===== src/rtl/burst_order_defs.svh =====
// constants for mode register decode and burst column sequencing
`ifndef BURST_ORDER_DEFS_SVH
`define BURST_ORDER_DEFS_SVH

`define CFG_WIDTH        14
`define CFG_BL_LSB       0
`define CFG_BL_MSB       2
`define CFG_BT_BIT       3
`define CFG_LAT_LSB      4
`define CFG_LAT_MSB      6
`define CFG_RESET        14'h0000
`define BL_CODE_2        3'h1
`define BL_CODE_4        3'h2
`define BL_CODE_8        3'h3
`define BL_CODE_16       3'h4
`define COL_WIDTH        10
`define ADDR_WIDTH       14

`endif


===== src/rtl/burst_order_pkg.sv =====
// types shared by the mode register and burst sequencer
package burst_order_pkg;

    typedef enum logic [2:0] {
        CMD_NOP       = 3'h0,
        CMD_MODE_LOAD = 3'h1,
        CMD_READ      = 3'h2,
        CMD_WRITE     = 3'h3,
        CMD_DPD_ENTRY = 3'h4,
        CMD_OTHER     = 3'h5
    } cmd_t;

    typedef enum logic [1:0] {
        ST_IDLE  = 2'b00,
        ST_BURST = 2'b01
    } seq_state_t;

    typedef struct packed {
        logic [2:0] latency;
        logic       interleaved;
        logic [2:0] burst_code;
    } mode_fields_t;

    typedef struct packed {
        logic       active;
        logic       is_write;
        logic [9:0] column;
        logic       last;
    } col_beat_t;

endpackage : burst_order_pkg


===== src/rtl/lpddr_mode_reg_burst_order.sv =====
// mode register capture and burst column order generator
// Operation
// - mode load with both bank select bits low captures settings from address bus
// - register holds until next mode load, deep sleep entry, or power loss
// - A0-A2 burst length, A3 burst type, A4-A6 read latency
// - burst length bounds columns per command; lengths 2, 4, 8
// - sequential and interleaved order both available for every length
// - burst stays in aligned block of burst length, wrapping at edge
// - block set by A1 up, A2 up, A3 up for lengths 2, 4, 8
// - optional length sixteen uses A4 up for block, A0-A3 start
// - low column bits give first column, any start position allowed
// - one burst length serves both reads and writes
// - sequential offset increments modulo burst length from start offset
// - all inputs sampled on rising edge of true clock
`timescale 1ns/1ps
`include "burst_order_defs.svh"

module lpddr_mode_reg_burst_order (
    // clock and reset
    input  wire logic                      clk_sys,
    input  wire logic                      rst_b,
    // command and address from controller pins
    input  wire logic                      cs_b,
    input  wire logic                      ras_b,
    input  wire logic                      cas_b,
    input  wire logic                      we_b,
    input  wire logic                      cke,
    input  wire logic                      bank_select_bit0,
    input  wire logic                      bank_select_bit1,
    input  wire logic [`ADDR_WIDTH-1:0]    addr,
    // configuration view
    output logic [`CFG_WIDTH-1:0]          burst_latency_config,
    output logic                           config_valid,
    output logic [2:0]                     read_latency,
    output logic                           interleaved_mode,
    output logic [4:0]                     burst_beats,
    // column sequence toward array and deep sleep state flag
    output burst_order_pkg::col_beat_t     col_beat,
    output logic                           in_deepest_sleep_state
);

    // pin synchronisers, two flops before any logic
    localparam int PIN_W = 6 + `ADDR_WIDTH;
    logic [PIN_W-1:0] pin_meta_q;
    logic [PIN_W-1:0] pin_sync_q;

    always_ff @(posedge clk_sys or negedge rst_b) begin
        if (!rst_b) begin
            // reset to deselect so no command is seen while the flops fill
            pin_meta_q <= {PIN_W{1'b1}};
            pin_sync_q <= {PIN_W{1'b1}};
        end else begin
            // capture on the rising edge only
            pin_meta_q <= {cs_b, ras_b, cas_b, we_b, bank_select_bit1, bank_select_bit0, addr};
            pin_sync_q <= pin_meta_q;
        end
    end

    logic                   s_cs_b;
    logic                   s_ras_b;
    logic                   s_cas_b;
    logic                   s_we_b;
    logic                   s_ba1;
    logic                   s_ba0;
    logic [`ADDR_WIDTH-1:0] s_addr;
    logic                   cke_meta_q;
    logic                   cke_sync_q;

    assign {s_cs_b, s_ras_b, s_cas_b, s_we_b, s_ba1, s_ba0, s_addr} = pin_sync_q;

    // clock enable kept apart: it only qualifies the deep sleep decode and the deep sleep exit

    always_ff @(posedge clk_sys or negedge rst_b) begin
        if (!rst_b) begin
            cke_meta_q <= 1'b1;
            cke_sync_q <= 1'b1;
        end else begin
            cke_meta_q <= cke;
            cke_sync_q <= cke_meta_q;
        end
    end

    function automatic burst_order_pkg::cmd_t decode_cmd(input logic cs_n, input logic ras_n,
                                                         input logic cas_n, input logic we_n,
                                                         input logic ck_en);
        burst_order_pkg::cmd_t c;
        c = burst_order_pkg::CMD_NOP;
        if (!cs_n) begin
            case ({ras_n, cas_n, we_n})
                3'b000: c = burst_order_pkg::CMD_MODE_LOAD;
                3'b101: c = burst_order_pkg::CMD_READ;
                3'b100: c = burst_order_pkg::CMD_WRITE;
                // burst terminate with clock enable high decodes to CMD_OTHER here
                3'b110: c = ck_en ? burst_order_pkg::CMD_OTHER : burst_order_pkg::CMD_DPD_ENTRY;
                3'b111: c = burst_order_pkg::CMD_NOP;
                default: c = burst_order_pkg::CMD_OTHER;
            endcase
        end
        return c;
    endfunction : decode_cmd

    // beats from the length code; reserved codes give zero beats
    function automatic logic [4:0] beats_of(input logic [2:0] code);
        logic [4:0] b;
        b = 5'h00;
        if (code == `BL_CODE_2) begin
            b = 5'h02;
        end else if (code == `BL_CODE_4) begin
            b = 5'h04;
        end else if (code == `BL_CODE_8) begin
            b = 5'h08;
        end else if (code == `BL_CODE_16) begin
            b = 5'h10;
        end
        return b;
    endfunction : beats_of

    burst_order_pkg::cmd_t cmd;
    assign cmd = decode_cmd(s_cs_b, s_ras_b, s_cas_b, s_we_b, cke_sync_q);

    // mode register
    logic [`CFG_WIDTH-1:0] cfg_q;
    logic [`CFG_WIDTH-1:0] cfg_d;
    logic                  cfg_valid_q;
    logic                  cfg_valid_d;
    logic                  sleep_q;
    logic                  sleep_d;
    // length decoded ahead of the register so burst_beats leaves a flop
    logic [4:0]            beats_q;
    logic [4:0]            beats_d;

    always_comb begin
        cfg_d       = cfg_q;
        cfg_valid_d = cfg_valid_q;
        sleep_d     = sleep_q;
        if (cmd == burst_order_pkg::CMD_MODE_LOAD && !s_ba0 && !s_ba1) begin
            cfg_d       = s_addr[`CFG_WIDTH-1:0];
            cfg_valid_d = 1'b1;
        end else if (cmd == burst_order_pkg::CMD_DPD_ENTRY) begin
            // contents lost on deepest sleep entry
            cfg_d       = `CFG_RESET;
            cfg_valid_d = 1'b0;
            sleep_d     = 1'b1;
        end
        // leaves deepest sleep once the synchronised clock enable is high again
        if (sleep_q && cke_sync_q) begin
            sleep_d = 1'b0;
        end
        beats_d = beats_of(cfg_d[`CFG_BL_MSB:`CFG_BL_LSB]);
    end

    always_ff @(posedge clk_sys or negedge rst_b) begin
        if (!rst_b) begin
            cfg_q       <= `CFG_RESET;
            cfg_valid_q <= 1'b0;
            sleep_q     <= 1'b0;
            beats_q     <= 5'h00;
        end else begin
            cfg_q       <= cfg_d;
            cfg_valid_q <= cfg_valid_d;
            sleep_q     <= sleep_d;
            beats_q     <= beats_d;
        end
    end

    burst_order_pkg::mode_fields_t fields;
    // field split of the stored word, one driver for the whole struct
    assign fields = burst_order_pkg::mode_fields_t'(cfg_q[`CFG_LAT_MSB:`CFG_BL_LSB]);

    assign burst_latency_config   = cfg_q;
    assign config_valid           = cfg_valid_q;
    // latency is only stored; the data path outside this block applies it
    assign read_latency           = fields.latency;
    assign interleaved_mode       = fields.interleaved;
    assign burst_beats            = beats_q;
    assign in_deepest_sleep_state = sleep_q;

    // burst sequencer
    burst_order_pkg::seq_state_t state_q;
    burst_order_pkg::seq_state_t state_d;
    logic [`COL_WIDTH-1:0] base_q;
    logic [`COL_WIDTH-1:0] base_d;
    logic [3:0]            start_q;
    logic [3:0]            start_d;
    logic [3:0]            beat_q;
    logic [3:0]            beat_d;
    logic [3:0]            mask_q;
    logic [3:0]            mask_d;
    logic                  inter_q;
    logic                  inter_d;
    logic                  wr_q;
    logic                  wr_d;
    burst_order_pkg::col_beat_t beat_out_q;
    burst_order_pkg::col_beat_t beat_out_d;

    // in-block offset for beat k; sequential adds, interleaved xors
    function automatic logic [3:0] offset_of(input logic [3:0] st, input logic [3:0] k,
                                             input logic [3:0] m, input logic il);
        logic [3:0] o;
        if (il) begin
            o = st ^ k;
        end else begin
            o = 4'(st + k);    // carry out of the block is dropped by the mask
        end
        return o & m;          // wrap inside the block
    endfunction : offset_of

    // aligned block base: the column with its in-block offset bits cleared
    function automatic logic [`COL_WIDTH-1:0] block_of(input logic [`COL_WIDTH-1:0] col,
                                                       input logic [3:0]            m);
        return col & ~{6'h00, m};
    endfunction : block_of

    logic [3:0] new_mask;
    logic       start_cmd;
    assign new_mask  = 4'(burst_beats - 5'h01);
    // refused without a valid word or with a reserved length code
    // one length for both directions
    assign start_cmd = (cmd == burst_order_pkg::CMD_READ || cmd == burst_order_pkg::CMD_WRITE)
                       && cfg_valid_q && (burst_beats != 5'h00);

    always_comb begin
        logic [3:0] off;
        off        = 4'h0;
        state_d    = state_q;
        base_d     = base_q;
        start_d    = start_q;
        beat_d     = beat_q;
        mask_d     = mask_q;
        inter_d    = inter_q;
        wr_d       = wr_q;
        beat_out_d = '0;
        // a new column command interrupts any running burst
        if (start_cmd) begin
            // upper bits fix the block, low bits the start
            base_d  = block_of(s_addr[`COL_WIDTH-1:0], new_mask);
            start_d = s_addr[3:0] & new_mask;
            mask_d  = new_mask;
            inter_d = fields.interleaved;
            wr_d    = (cmd == burst_order_pkg::CMD_WRITE);
            beat_d  = 4'h1;
            state_d = (new_mask == 4'h0) ? burst_order_pkg::ST_IDLE
                                         : burst_order_pkg::ST_BURST;
            beat_out_d.active   = 1'b1;
            beat_out_d.is_write = wr_d;
            beat_out_d.column   = block_of(s_addr[`COL_WIDTH-1:0], new_mask) | {6'h00, start_d};
            beat_out_d.last     = (new_mask == 4'h0);
        end else begin
            case (state_q)
                burst_order_pkg::ST_BURST: begin
                    off = offset_of(start_q, beat_q, mask_q, inter_q);
                    beat_out_d.active   = 1'b1;
                    beat_out_d.is_write = wr_q;
                    beat_out_d.column   = base_q | {6'h00, off};
                    beat_out_d.last     = (beat_q == mask_q);
                    beat_d              = 4'(beat_q + 4'h1);
                    if (beat_q == mask_q) begin
                        state_d = burst_order_pkg::ST_IDLE;
                    end
                    // deep sleep entry abandons a burst the controller should have ended
                    if (cmd == burst_order_pkg::CMD_DPD_ENTRY) begin
                        state_d = burst_order_pkg::ST_IDLE;
                    end
                end
                default: begin
                    // idle: no beat is driven
                    state_d = burst_order_pkg::ST_IDLE;
                end
            endcase
        end
    end

    always_ff @(posedge clk_sys or negedge rst_b) begin
        if (!rst_b) begin
            state_q    <= burst_order_pkg::ST_IDLE;
            base_q     <= '0;
            start_q    <= 4'h0;
            beat_q     <= 4'h0;
            mask_q     <= 4'h0;
            inter_q    <= 1'b0;
            wr_q       <= 1'b0;
            beat_out_q <= '0;
        end else begin
            state_q    <= state_d;
            base_q     <= base_d;
            start_q    <= start_d;
            beat_q     <= beat_d;
            mask_q     <= mask_d;
            inter_q    <= inter_d;
            wr_q       <= wr_d;
            beat_out_q <= beat_out_d;
        end
    end

    assign col_beat = beat_out_q;

endmodule : lpddr_mode_reg_burst_order


===== config.mk =====
export PLATFORM = sky130hd
export DESIGN_NAME = lpddr_mode_reg_burst_order
export DESIGN_NICKNAME = d
export VERILOG_FILES = /design/src/rtl/burst_order_pkg.sv /design/src/rtl/lpddr_mode_reg_burst_order.sv
export VERILOG_INCLUDE_DIRS = /design/src /design/src/rtl
export SDC_FILE = /design/constraint.sdc
export NUM_CORES = 1
export LEC_CHECK = 0
export BUFFER_PORTS_ARGS = -buffer_cell sky130_fd_sc_hd__clkbuf_2
export CELL_PAD_IN_SITES_DETAIL_PLACEMENT = 1
export CELL_PAD_IN_SITES_GLOBAL_PLACEMENT = 2
export CORE_MARGIN = 2
export CORE_UTILIZATION = 40
export CTS_CLUSTER_SIZE = 30
export DETAILED_ROUTE_END_ITERATION = 16
export PLACE_DENSITY = 0.92
export RECOVER_POWER = 100
export SETUP_SLACK_MARGIN = 0.15
export SLEW_MARGIN = 20
export SYNTH_ARGS = -nofsm -noshare
export SYNTH_HDL_FRONTEND = slang
export SYNTH_SLANG_ARGS = --single-unit
export TNS_END_PERCENT = 20

===== constraint.sdc =====
create_clock -name clk_sys -period 3.3 [get_ports clk_sys]
set_input_delay 0.33 -clock clk_sys [delete_from_list [all_inputs] [get_ports clk_sys]]
set_output_delay 0.33 -clock clk_sys [all_outputs]
set_load 0.05 [all_outputs]

==> results.sh, run 1 <==
export IMPL_path_class="reg -> reg"
export IMPL_status="finished, violations left"
export IMPL_syn_cell_area_mm2=0.00362
export IMPL_fin_skew_ps=9.53
export IMPL_core_region_area_mm2=0.00876
export IMPL_drc=0
export IMPL_routed_wirelength_um=7320
export IMPL_worst_setup_path_start_kind="register"
export IMPL_viasPerCell=4.89
export IMPL_critPathSlowestCell="sky130_fd_sc_hd__and2_0"
export IMPL_yosysSeqAreaShare_pct=69.9
export IMPL_number_of_global_route_vias_before_repair=2375
export IMPL_worstSkewPairLatency_ps=360
export IMPL_ys_seq_elements=99
export IMPL_async_reset_ff_share_pct=100
export IMPL_std_cell_rows=34
export IMPL_netlist_area_leader_share_pct=39.4
export IMPL_setup_worst_path_end_class="register"
export IMPL_num_vias=2216
export IMPL_buffer_ports_inserted=59
export IMPL_layout_commonest_cell="sky130_fd_sc_hd__nand2_1"
export IMPL_max_stage_delay_ps=800
export IMPL_width_of_the_chip_um=99.1
export IMPL_total_leakage_power_uw=0.00193
export IMPL_hold_viol_final=11
export IMPL_path_delay_family="simple AND/OR/NAND/NOR gates"
export IMPL_final_max_slew_viol_count=0
export IMPL_setup_slack_ps=896
export IMPL_cts_setup_buffers=0
export IMPL_first_pass_iters=4
export IMPL_fin_crit_sh_pct=72.8
export IMPL_area_growth_pct=13.5
export IMPL_holdWs_ps=-32.8
export IMPL_worstPathBufferInverterCount=0
export IMPL_yosys_warnings=0
export IMPL_pre_cts_slack_ps=1450
export IMPL_synth_enable_flop_cells=0
export IMPL_total_global_route_track_usage_pct=15.8
export IMPL_syn_nets=311
export IMPL_grt_first_pass_wirelength_um=12100
export IMPL_ctsHtreeMaxLevel=3
export IMPL_synth_top_cells_by_area="sky130_fd_sc_hd__dfrtp_1, sky130_fd_sc_hd__dfstp_2, sky130_fd_sc_hd__nand2_1, sky130_fd_sc_hd__a22o_1, sky130_fd_sc_hd__nand3_1"
export IMPL_tightestPinTransition_ps=1400
export IMPL_cts_tree="done"
export IMPL_post_synth_top_area_cell="sky130_fd_sc_hd__dfrtp_1"
export IMPL_ctsHoldBuffers=0
export IMPL_slew_headroom_pct=6.86
export IMPL_ant_nets=0
export IMPL_dp_hpwl_um=5130
export IMPL_synth_lib_cells_used_distinct=40
export IMPL_die_y_um=99.1
export IMPL_crit_path_start="pin_sync_q[18]$_DFF_PN1_"
export IMPL_critical_path_required_ps=3550
export IMPL_power_density_cell_area_mw_per_mm2=754
export IMPL_cts_buffers_inserted=9
export IMPL_antennaDiodeCount=0
export IMPL_clk_pin_slew_worst_paths_ps=100
export IMPL_tns_ps=0
export IMPL_number_of_antenna_violations_at_the_first_check_in_global_routing=0
export IMPL_cts_buffer_depth=2
export IMPL_grt_setup_unrepaired="false"
export IMPL_setup_violations_final=0
export IMPL_start_util_pct=41.3
export IMPL_syn_mean_instance_area_um2=12.8
export IMPL_root_buffer="sky130_fd_sc_hd__clkbuf_8"
export IMPL_post_cts_resize_count=0
export IMPL_commonest_cells_after_routing_fill_and_taps_aside="sky130_fd_sc_hd__nand2_1, sky130_fd_sc_hd__dfrtp_1, sky130_fd_sc_hd__dfstp_2, sky130_fd_sc_hd__clkbuf_1, sky130_fd_sc_hd__clkbuf_2"
export IMPL_clkSinkCount=99
export IMPL_place_gp_congestion=0.744
export IMPL_worstPathMaxFanout=19
export IMPL_vdd_drop_max_v=0.000277
export IMPL_critical_path_cell_by_cell="nor4_4, and2_0, nor2_1, a22o_1"
export IMPL_post_route_min_period_ps=2400
export IMPL_cp_arrival_ps=2660
export IMPL_rr_startpoint="pin_sync_q[18]$_DFF_PN1_"
export IMPL_avgRoutedWirePerCell_um=16.2
export IMPL_ys_dominant_reg_cell="sky130_fd_sc_hd__dfrtp_1"
export IMPL_final_layout_size_suffix_gt1_share_pct=24.1
export IMPL_globalRouteOverflowTotal=0
export IMPL_finalNetCount=369
export IMPL_drt_iter0_drc=117
export IMPL_failed_checks="hold timing"
export IMPL_fmax_ghz=0.416
export IMPL_post_synth_inst_count=282
export IMPL_io_pins=61
export IMPL_hold_path_class="in -> async"
export IMPL_finalPower_uw=3100
export IMPL_die_area_mm2=0.00982
export IMPL_maxCapViolations=0
export IMPL_grt_start_max_net_pins=52
==> cells by family after synthesis <==
kind of cell	share of synthesized area, %
simple gates	14.0
buf+inv	3.46
compound gates	6.71
flops	69.9
mux	0.830
xor+xnor	2.66
other cells	0.104
fa+ha+maj	2.28
==> through the flow <==
stage	area, µm²	hold WS [ps]	util (%)	cells
floorplan	3620	34.4	-	282
global placement	3970	345	45.3	437
detailed placement	3970	347	45.3	437
CTS	4190	6.16	47.8	453
global route	4110	11.4	46.9	453
finish	4110	-32.8	46.9	453
==> sequential cells by signal, indices dropped and copies added, names as in the netlist <==
register / count
base_q: 9
beat_q: 4
burst_beats: 4
burst_latency_config: 14
cke_meta_q: 1
cke_sync_q: 1
col_beat: 13
config_valid: 1
in_deepest_sleep_state: 1
inter_q: 1
mask_q: 4
pin_meta_q: 20
pin_sync_q: 20
start_q: 4
state_q: 1
wr_q: 1
==> cell type report <==
class                   count  area, µm²
repair buffers             62        265
clock inverters             7       92.6
inverters                   6       22.5
fillers                   959       4660
clock buffers               9        124
flip-flops and latches     99       2530
multi-input cells         162        937
well taps                 108        135
==> worst paths after layout <==
kind,end,slack [ps],cells after the start
worst max-delay path,burst_latency_config[10]$_DFFE_PN0P_,900,4
worst min-delay path,col_beat[2]$_DFF_PN0_,-30,1
worst max register to register,burst_latency_config[10]$_DFFE_PN0P_,900,4
worst min register to register,pin_sync_q[13]$_DFF_PN1_,350,0
max in group asynchronous,state_q[0]$_DFFE_PN0P_,1600,2
min in group clk_sys,pin_meta_q[17]$_DFF_PN1_,40,1
==> cells in the mapped netlist, types with 2 or more instances <==
cell type / n
sky130_fd_sc_hd__a21oi_1: 3
sky130_fd_sc_hd__a22o_1: 11
sky130_fd_sc_hd__buf_2: 4
sky130_fd_sc_hd__buf_4: 6
sky130_fd_sc_hd__clkbuf_1: 2
sky130_fd_sc_hd__dfrtp_1: 57
sky130_fd_sc_hd__dfstp_2: 42
sky130_fd_sc_hd__ha_1: 5
sky130_fd_sc_hd__inv_1: 6
sky130_fd_sc_hd__mux2i_1: 3
sky130_fd_sc_hd__nand2_1: 62
sky130_fd_sc_hd__nand2b_1: 3
sky130_fd_sc_hd__nand3_1: 14
sky130_fd_sc_hd__nand3b_1: 3
sky130_fd_sc_hd__nand4_1: 2
sky130_fd_sc_hd__nor2_1: 12
sky130_fd_sc_hd__nor2b_1: 3
sky130_fd_sc_hd__nor3_1: 2
sky130_fd_sc_hd__o21ai_0: 12
sky130_fd_sc_hd__xnor2_1: 8
sky130_fd_sc_hd__xor2_1: 3
==> power by group <==
| part | internal, µW | leakage [µW] | switching, µW |
|---|---|---|---|
| clock network | 370 | 0.000109 | 451 |
| registers | 1420 | 0.00120 | 170 |
| logic | 223 | 0.000616 | 459 |
==> per-layer routing <==
layer | part of all wire (%) | vias up | global-route usage [%] | routed length, µm
li1 | - | 1037 | - | -
met3 | 3.0 | 8 | 2.95 | 220
met4 | 1.6 | 0 | 6.64 | 117
met2 | 51 | 38 | 26.2 | 3720
met1 | 45 | 1133 | 20.5 | 3270
met5 | 0 | - | 0 | 0
Power figures use the tool's default switching activity.
==> run 2: changes to the inputs <==
CORE_UTILIZATION = 37   (was 40)
PLACE_DENSITY = 0.87   (was 0.92)
clock period = 2.4 ns   (was 3.3 ns; I/O delays follow)
==> results.sh, run 2 (synthesized netlist as in run 1, its figures left out) <==
export IMPL_core_region_area_mm2=0.00964
export IMPL_hold_viol_final=0
export IMPL_hold_path_class="reg -> reg"
export IMPL_critPathSlowestCell="sky130_fd_sc_hd__and2_1"
export IMPL_ant_nets=0
export IMPL_grt_setup_unrepaired="false"
export IMPL_num_vias=2347
export IMPL_fin_crit_sh_pct=84.5
export IMPL_number_of_antenna_violations_at_the_first_check_in_global_routing=0
export IMPL_place_gp_congestion=0.768
export IMPL_layout_commonest_cell="sky130_fd_sc_hd__nand2_1"
export IMPL_cts_setup_buffers=0
export IMPL_buffer_ports_inserted=59
export IMPL_worstSkewPairLatency_ps=370
export IMPL_io_pins=61
export IMPL_slew_headroom_pct=26.0
export IMPL_globalRouteOverflowTotal=0
export IMPL_worstPathBufferInverterCount=0
export IMPL_ctsHtreeMaxLevel=3
export IMPL_multi_input_comb_area_um2=940
export IMPL_cts_buffer_depth=2
export IMPL_total_global_route_track_usage_pct=16.0
export IMPL_grt_first_pass_wirelength_um=12500
export IMPL_fmax_ghz=0.493
export IMPL_clkSinkCount=99
export IMPL_commonest_cells_after_routing_fill_and_taps_aside="sky130_fd_sc_hd__nand2_1, sky130_fd_sc_hd__dfrtp_1, sky130_fd_sc_hd__dfstp_2, sky130_fd_sc_hd__clkbuf_1, sky130_fd_sc_hd__clkbuf_2"
export IMPL_finalNetCount=395
export IMPL_viasPerCell=4.66
export IMPL_grt_start_max_net_pins=48
export IMPL_clk_pin_slew_worst_paths_ps=100
export IMPL_fin_area_mm2=0.00436
export IMPL_dp_hpwl_um=5140
export IMPL_antennaDiodeCount=0
export IMPL_area_sequential_mm2=0.00253
export IMPL_setup_slack_ps=371
export IMPL_width_of_the_chip_um=103
export IMPL_cts_buffers_inserted=9
export IMPL_avgRoutedWirePerCell_um=14.7
export IMPL_maxCapViolations=0
export IMPL_area_growth_pct=20.4
export IMPL_pre_cts_slack_ps=552
export IMPL_setup_worst_path_end_class="register"
export IMPL_die_y_um=103
export IMPL_drt_iter0_drc=90
export IMPL_cts_tree="done"
export IMPL_final_layout_size_suffix_gt1_share_pct=24.0
export IMPL_number_of_global_route_vias_before_repair=2530
export IMPL_fin_skew_ps=15.4
export IMPL_setup_violations_final=0
export IMPL_tns_ps=0
export IMPL_cp_arrival_ps=2290
export IMPL_status="finished clean"
export IMPL_number_of_inserted_filler_cells_in_the_final_layout=1074
export IMPL_first_pass_iters=4
export IMPL_tightestPinTransition_ps=1110
export IMPL_routed_wirelength_um=7430
export IMPL_max_stage_delay_ps=650
export IMPL_vdd_drop_max_v=0.000408
export IMPL_start_util_pct=37.5
export IMPL_finalPower_uw=4150
export IMPL_std_cell_rows=36
export IMPL_path_class="reg -> reg"
export IMPL_worstPathMaxFanout=19
export IMPL_path_delay_family="simple AND/OR/NAND/NOR gates"
export IMPL_power_density_cell_area_mw_per_mm2=952
export IMPL_post_route_min_period_ps=2030
export IMPL_root_buffer="sky130_fd_sc_hd__clkbuf_8"
export IMPL_critical_path_required_ps=2660
export IMPL_worst_setup_path_start_kind="register"
export IMPL_drc=0
export IMPL_placed_area_mm2=0.00403
export IMPL_critical_path_cell_by_cell="nor4_4, and2_1, nor2_2, a22o_1"
export IMPL_die_area_mm2=0.0106
export IMPL_total_leakage_power_uw=0.00202
export IMPL_final_max_slew_viol_count=0
## run 2: cell types whose count changed in the layout (fill, tap and decap cells not counted), sizes merged
cell         before  now
dlygate4sd3       0   22
buf               2    4
clkbuf           69   71
clkinvlp          0    2
bufinv            1    0
inv               9    8
## run 2: per-layer routing
metal / part of all wire, % / global-route usage [%] / vias to the layer above
met1: 45 / 20.8 / 1198
met4: 2.2 / 8.20 / 0
met5: 0 / 0 / -
met2: 50 / 25.7 / 44
met3: 2.5 / 3.12 / 12
li1: - / - / 1093
## run 2: worst paths after layout
check	slack [ps]	cells past startpoint	to	startpoint
max in group asynchronous	610	3	burst_latency_config[1]$_DFF_PN0_	rst_b
min	360	0	pin_sync_q[14]$_DFF_PN1_	pin_meta_q[14]$_DFF_PN1_
max	370	4	burst_latency_config[8]$_DFFE_PN0P_	pin_sync_q[18]$_DFF_PN1_
min in group asynchronous	590	2	base_q[4]$_DFFE_PN0P_	rst_b
max reg2reg	370	4	burst_latency_config[8]$_DFFE_PN0P_	pin_sync_q[18]$_DFF_PN1_
min reg2reg	360	0	pin_sync_q[14]$_DFF_PN1_	pin_meta_q[14]$_DFF_PN1_
## run 2: what timing repair did
action,in CTS,in global routing
resized for setup,0,0
hold buffers,22,0
endpoints found under the hold margin,41,0
## run 2: power by group
part           switching [µW]  internal (µW)
combinational             629            330
clock                     606            392
sequential                238           1950
## run 2: final cells by class
class | instances | area share [%]
Multi-Input combinational cell | 162 | 21.6
Inverter | 6 | 0.517
Clock inverter | 7 | 1.41
Timing Repair Buffer | 88 | 11.8
Sequential cell | 99 | 58.1
Clock buffer | 9 | 2.84
Tap cell | 133 | 3.82
## run 2: through the flow
step	instances	hold slack [ps]	util (%)
6_report	504	358	45.2
5_1_grt	504	363	45.2
4_1_cts	504	359	46.0
3_5_place_dp	466	273	41.8
3_3_place_gp	466	272	41.8
2_1_floorplan	282	-55.6	-
==> run 3: changes to the inputs <==
ABC_AREA = 1   (was default)
CORE_UTILIZATION = 33   (was 37)
PLACE_DENSITY = 0.84   (was 0.87)
clock period = 1.8 ns   (was 2.4 ns; I/O delays follow)
==> results.sh, run 3 <==
export IMPL_synth_lib_cells_used_distinct=30
export IMPL_critical_path_cell_by_cell="inv_1, ha_1, nand2_1, nand2_1, nor2_4, inv_6, o21ai_0, and2_0"
export IMPL_core_region_area_mm2=0.0108
export IMPL_yosysSeqAreaShare_pct=69.6
export IMPL_place_gp_congestion=0.797
export IMPL_finalNetCount=431
export IMPL_worst_r2r_setup_slack_ps=200
export IMPL_grt_setup_unrepaired="true"
export IMPL_final_cell_count_no_fill=547
export IMPL_vdd_drop_max_v=0.000551
export IMPL_crit_path_start="burst_beats[1]$_DFF_PN0_"
export IMPL_timing_critical_path_mode_cell="sky130_fd_sc_hd__nand2_1"
export IMPL_tightestPinTransition_ps=663
export IMPL_worstSkewPairLatency_ps=370
export IMPL_maxCapViolations=0
export IMPL_root_buffer="sky130_fd_sc_hd__clkbuf_8"
export IMPL_width_of_the_chip_um=109
export IMPL_netlist_area_leader_share_pct=39.2
export IMPL_std_cell_rows=38
export IMPL_hold_path_class="reg -> reg"
export IMPL_max_stage_delay_ps=400
export IMPL_ys_top_cells_by_count="sky130_fd_sc_hd__nand2_1, sky130_fd_sc_hd__dfrtp_1, sky130_fd_sc_hd__dfstp_2"
export IMPL_worstRegToRegCells=8
export IMPL_power_density_cell_area_mw_per_mm2=1330
export IMPL_die_area_mm2=0.0119
export IMPL_clk_pin_slew_worst_paths_ps=100
export IMPL_die_y_um=109
export IMPL_setup_violations_final=0
export IMPL_cp_arrival_ps=1920
export IMPL_commonest_cells_after_routing_fill_and_taps_aside="sky130_fd_sc_hd__nand2_1, sky130_fd_sc_hd__dfrtp_1, sky130_fd_sc_hd__clkbuf_1, sky130_fd_sc_hd__dfstp_2, sky130_fd_sc_hd__inv_1"
export IMPL_synth_enable_flop_cells=0
export IMPL_cts_buffers_inserted=9
export IMPL_globalRouteOverflowTotal=0
export IMPL_fin_skew_ps=8.84
export IMPL_drt_iter0_drc=78
export IMPL_first_pass_iters=5
export IMPL_ctsHtreeMaxLevel=3
export IMPL_layout_commonest_cell="sky130_fd_sc_hd__nand2_1"
export IMPL_final_max_slew_viol_count=0
export IMPL_async_reset_ff_share_pct=100
export IMPL_final_layout_size_suffix_gt1_share_pct=25.1
export IMPL_drc=0
export IMPL_viasPerCell=4.43
export IMPL_cts_tree="done"
export IMPL_number_of_antenna_violations_at_the_first_check_in_global_routing=0
export IMPL_cts_buffer_depth=2
export IMPL_post_synth_inst_count=310
export IMPL_syn_nets=339
export IMPL_yosys_warnings=0
export IMPL_worstPathMaxFanout=14
export IMPL_fmax_ghz=0.625
export IMPL_hold_viol_final=0
export IMPL_total_global_route_track_usage_pct=14.1
export IMPL_clkSinkCount=99
export IMPL_fin_crit_sh_pct=88.8
export IMPL_avgRoutedWirePerCell_um=13.9
export IMPL_num_vias=2424
export IMPL_post_synth_top_area_cell="sky130_fd_sc_hd__dfrtp_1"
export IMPL_routed_wirelength_um=7590
export IMPL_setup_worst_path_end="col_beat[10]$_DFF_PN0_"
export IMPL_post_route_min_period_ps=1600
export IMPL_number_of_global_route_vias_before_repair=2551
export IMPL_buffer_ports_inserted=59
export IMPL_synth_most_common_cell="sky130_fd_sc_hd__nand2_1"
export IMPL_start_util_pct=33.7
export IMPL_total_leakage_power_uw=0.00208
export IMPL_worst_setup_path_start_kind="register"
export IMPL_ant_nets=0
export IMPL_rr_startpoint="burst_beats[1]$_DFF_PN0_"
export IMPL_critical_path_required_ps=2120
export IMPL_ys_dominant_reg_cell="sky130_fd_sc_hd__dfrtp_1"
export IMPL_grt_start_max_net_pins=51
export IMPL_syn_cell_area_mm2=0.00364
export IMPL_slew_headroom_pct=55.8
export IMPL_dp_hpwl_um=5460
export IMPL_path_class="reg -> reg"
export IMPL_area_growth_pct=22.5
export IMPL_status="finished clean"
export IMPL_r2r_end="col_beat[10]$_DFF_PN0_"
export IMPL_place_inst=505
export IMPL_tns_ps=0
export IMPL_antennaDiodeCount=0
export IMPL_setup_worst_path_end_class="register"
export IMPL_synth_top_cells_by_area="sky130_fd_sc_hd__dfrtp_1, sky130_fd_sc_hd__dfstp_2, sky130_fd_sc_hd__nand2_1, sky130_fd_sc_hd__nand3_1, sky130_fd_sc_hd__inv_1"
export IMPL_critPathSlowestCell="sky130_fd_sc_hd__dfrtp_2"
export IMPL_io_pins=61
export IMPL_ys_seq_elements=99
export IMPL_grt_first_pass_wirelength_um=12500
export IMPL_syn_mean_instance_area_um2=11.7
run 3: cell families (layout without fill, tap and decap cells):
group                    Yosys count  after routing  synth area share, %
other                              1              1                0.103
XOR/XNOR                           5              5                 1.20
buffers and inverters             42            139                 5.78
AO/OA/AOI/OAI                     36             36                 5.64
flip-flops                        99             99                 69.6
AND/OR/NAND/NOR                  121            121                 15.4
adder cells (fa/ha/maj)            6              6                 2.27
run 3: final cells by class:
class	count	area (µm²)
Tap cell	140	175
Fill cell	1195	6340
Sequential cell	99	2530
Timing Repair Buffer	93	566
Multi-Input combinational cell	169	891
Clock buffer	10	128
Inverter	30	118
Clock inverter	6	47.5
run 3: per-stage QoR:
stage | total power (µW) | hold slack (ps) | util (%) | setup WS [ps] | cell area [µm²]
6_report | 5940 | 354 | 41.3 | 201 | 4460
5_1_grt | 6350 | 352 | 41.3 | 43.8 | 4460
4_1_cts | 6080 | 239 | 41.6 | 172 | 4490
3_5_place_dp | 4700 | 114 | 37.9 | 126 | 4090
3_3_place_gp | 4610 | 109 | 37.9 | 204 | 4090
2_1_floorplan | 4160 | -116 | - | 159 | 3640
run 3: worst max-delay path, delay by kind of cell (launching register included):
kind | cells | cell delay [ps]
AND/OR/NAND/NOR | 4 | 540
flip-flops | 1 | 400
AO/OA/AOI/OAI | 1 | 240
adder cells (fa/ha/maj) | 1 | 220
buffers and inverters | 2 | 140
run 3: power by group:
group	switching (µW)	internal (µW)
clock	779	516
sequential	249	2660
combinational	1200	535
run 3: what timing repair did:
item,in CTS,in global routing
setup endpoints to repair,2,20
cloned,0,0
pin swaps,0,2
buffers inserted,1,3
hold endpoints to repair,47,0
resized for setup,0,6
hold buffers,22,0
run 3: how the worst min path moves through the flow:
stage,endpoint,cells past startpoint,startpoint,slack [ps]
2_1_floorplan,base_q[1]$_DFFE_PN0P_,0,rst_b,-120
3_5_place_dp,burst_latency_config[11]$_DFFE_PN0P_,1,rst_b,110
3_3_place_gp,burst_latency_config[11]$_DFFE_PN0P_,1,rst_b,110
4_1_cts,burst_latency_config[11]$_DFFE_PN0P_,2,rst_b,240
5_1_grt,pin_sync_q[4]$_DFF_PN1_,0,pin_meta_q[4]$_DFF_PN1_,350
6_report,pin_sync_q[4]$_DFF_PN1_,0,pin_meta_q[4]$_DFF_PN1_,350
run 3: routing by layer:
metal	vias up	routed length [µm]	share of wire, %	track usage (%)
met4	0	226	3.0	7.42
met5	-	0	0	0
met1	1194	3400	45	17.3
met3	17	250	3.3	3.53
li1	1161	-	-	-
met2	52	3720	49	22.9
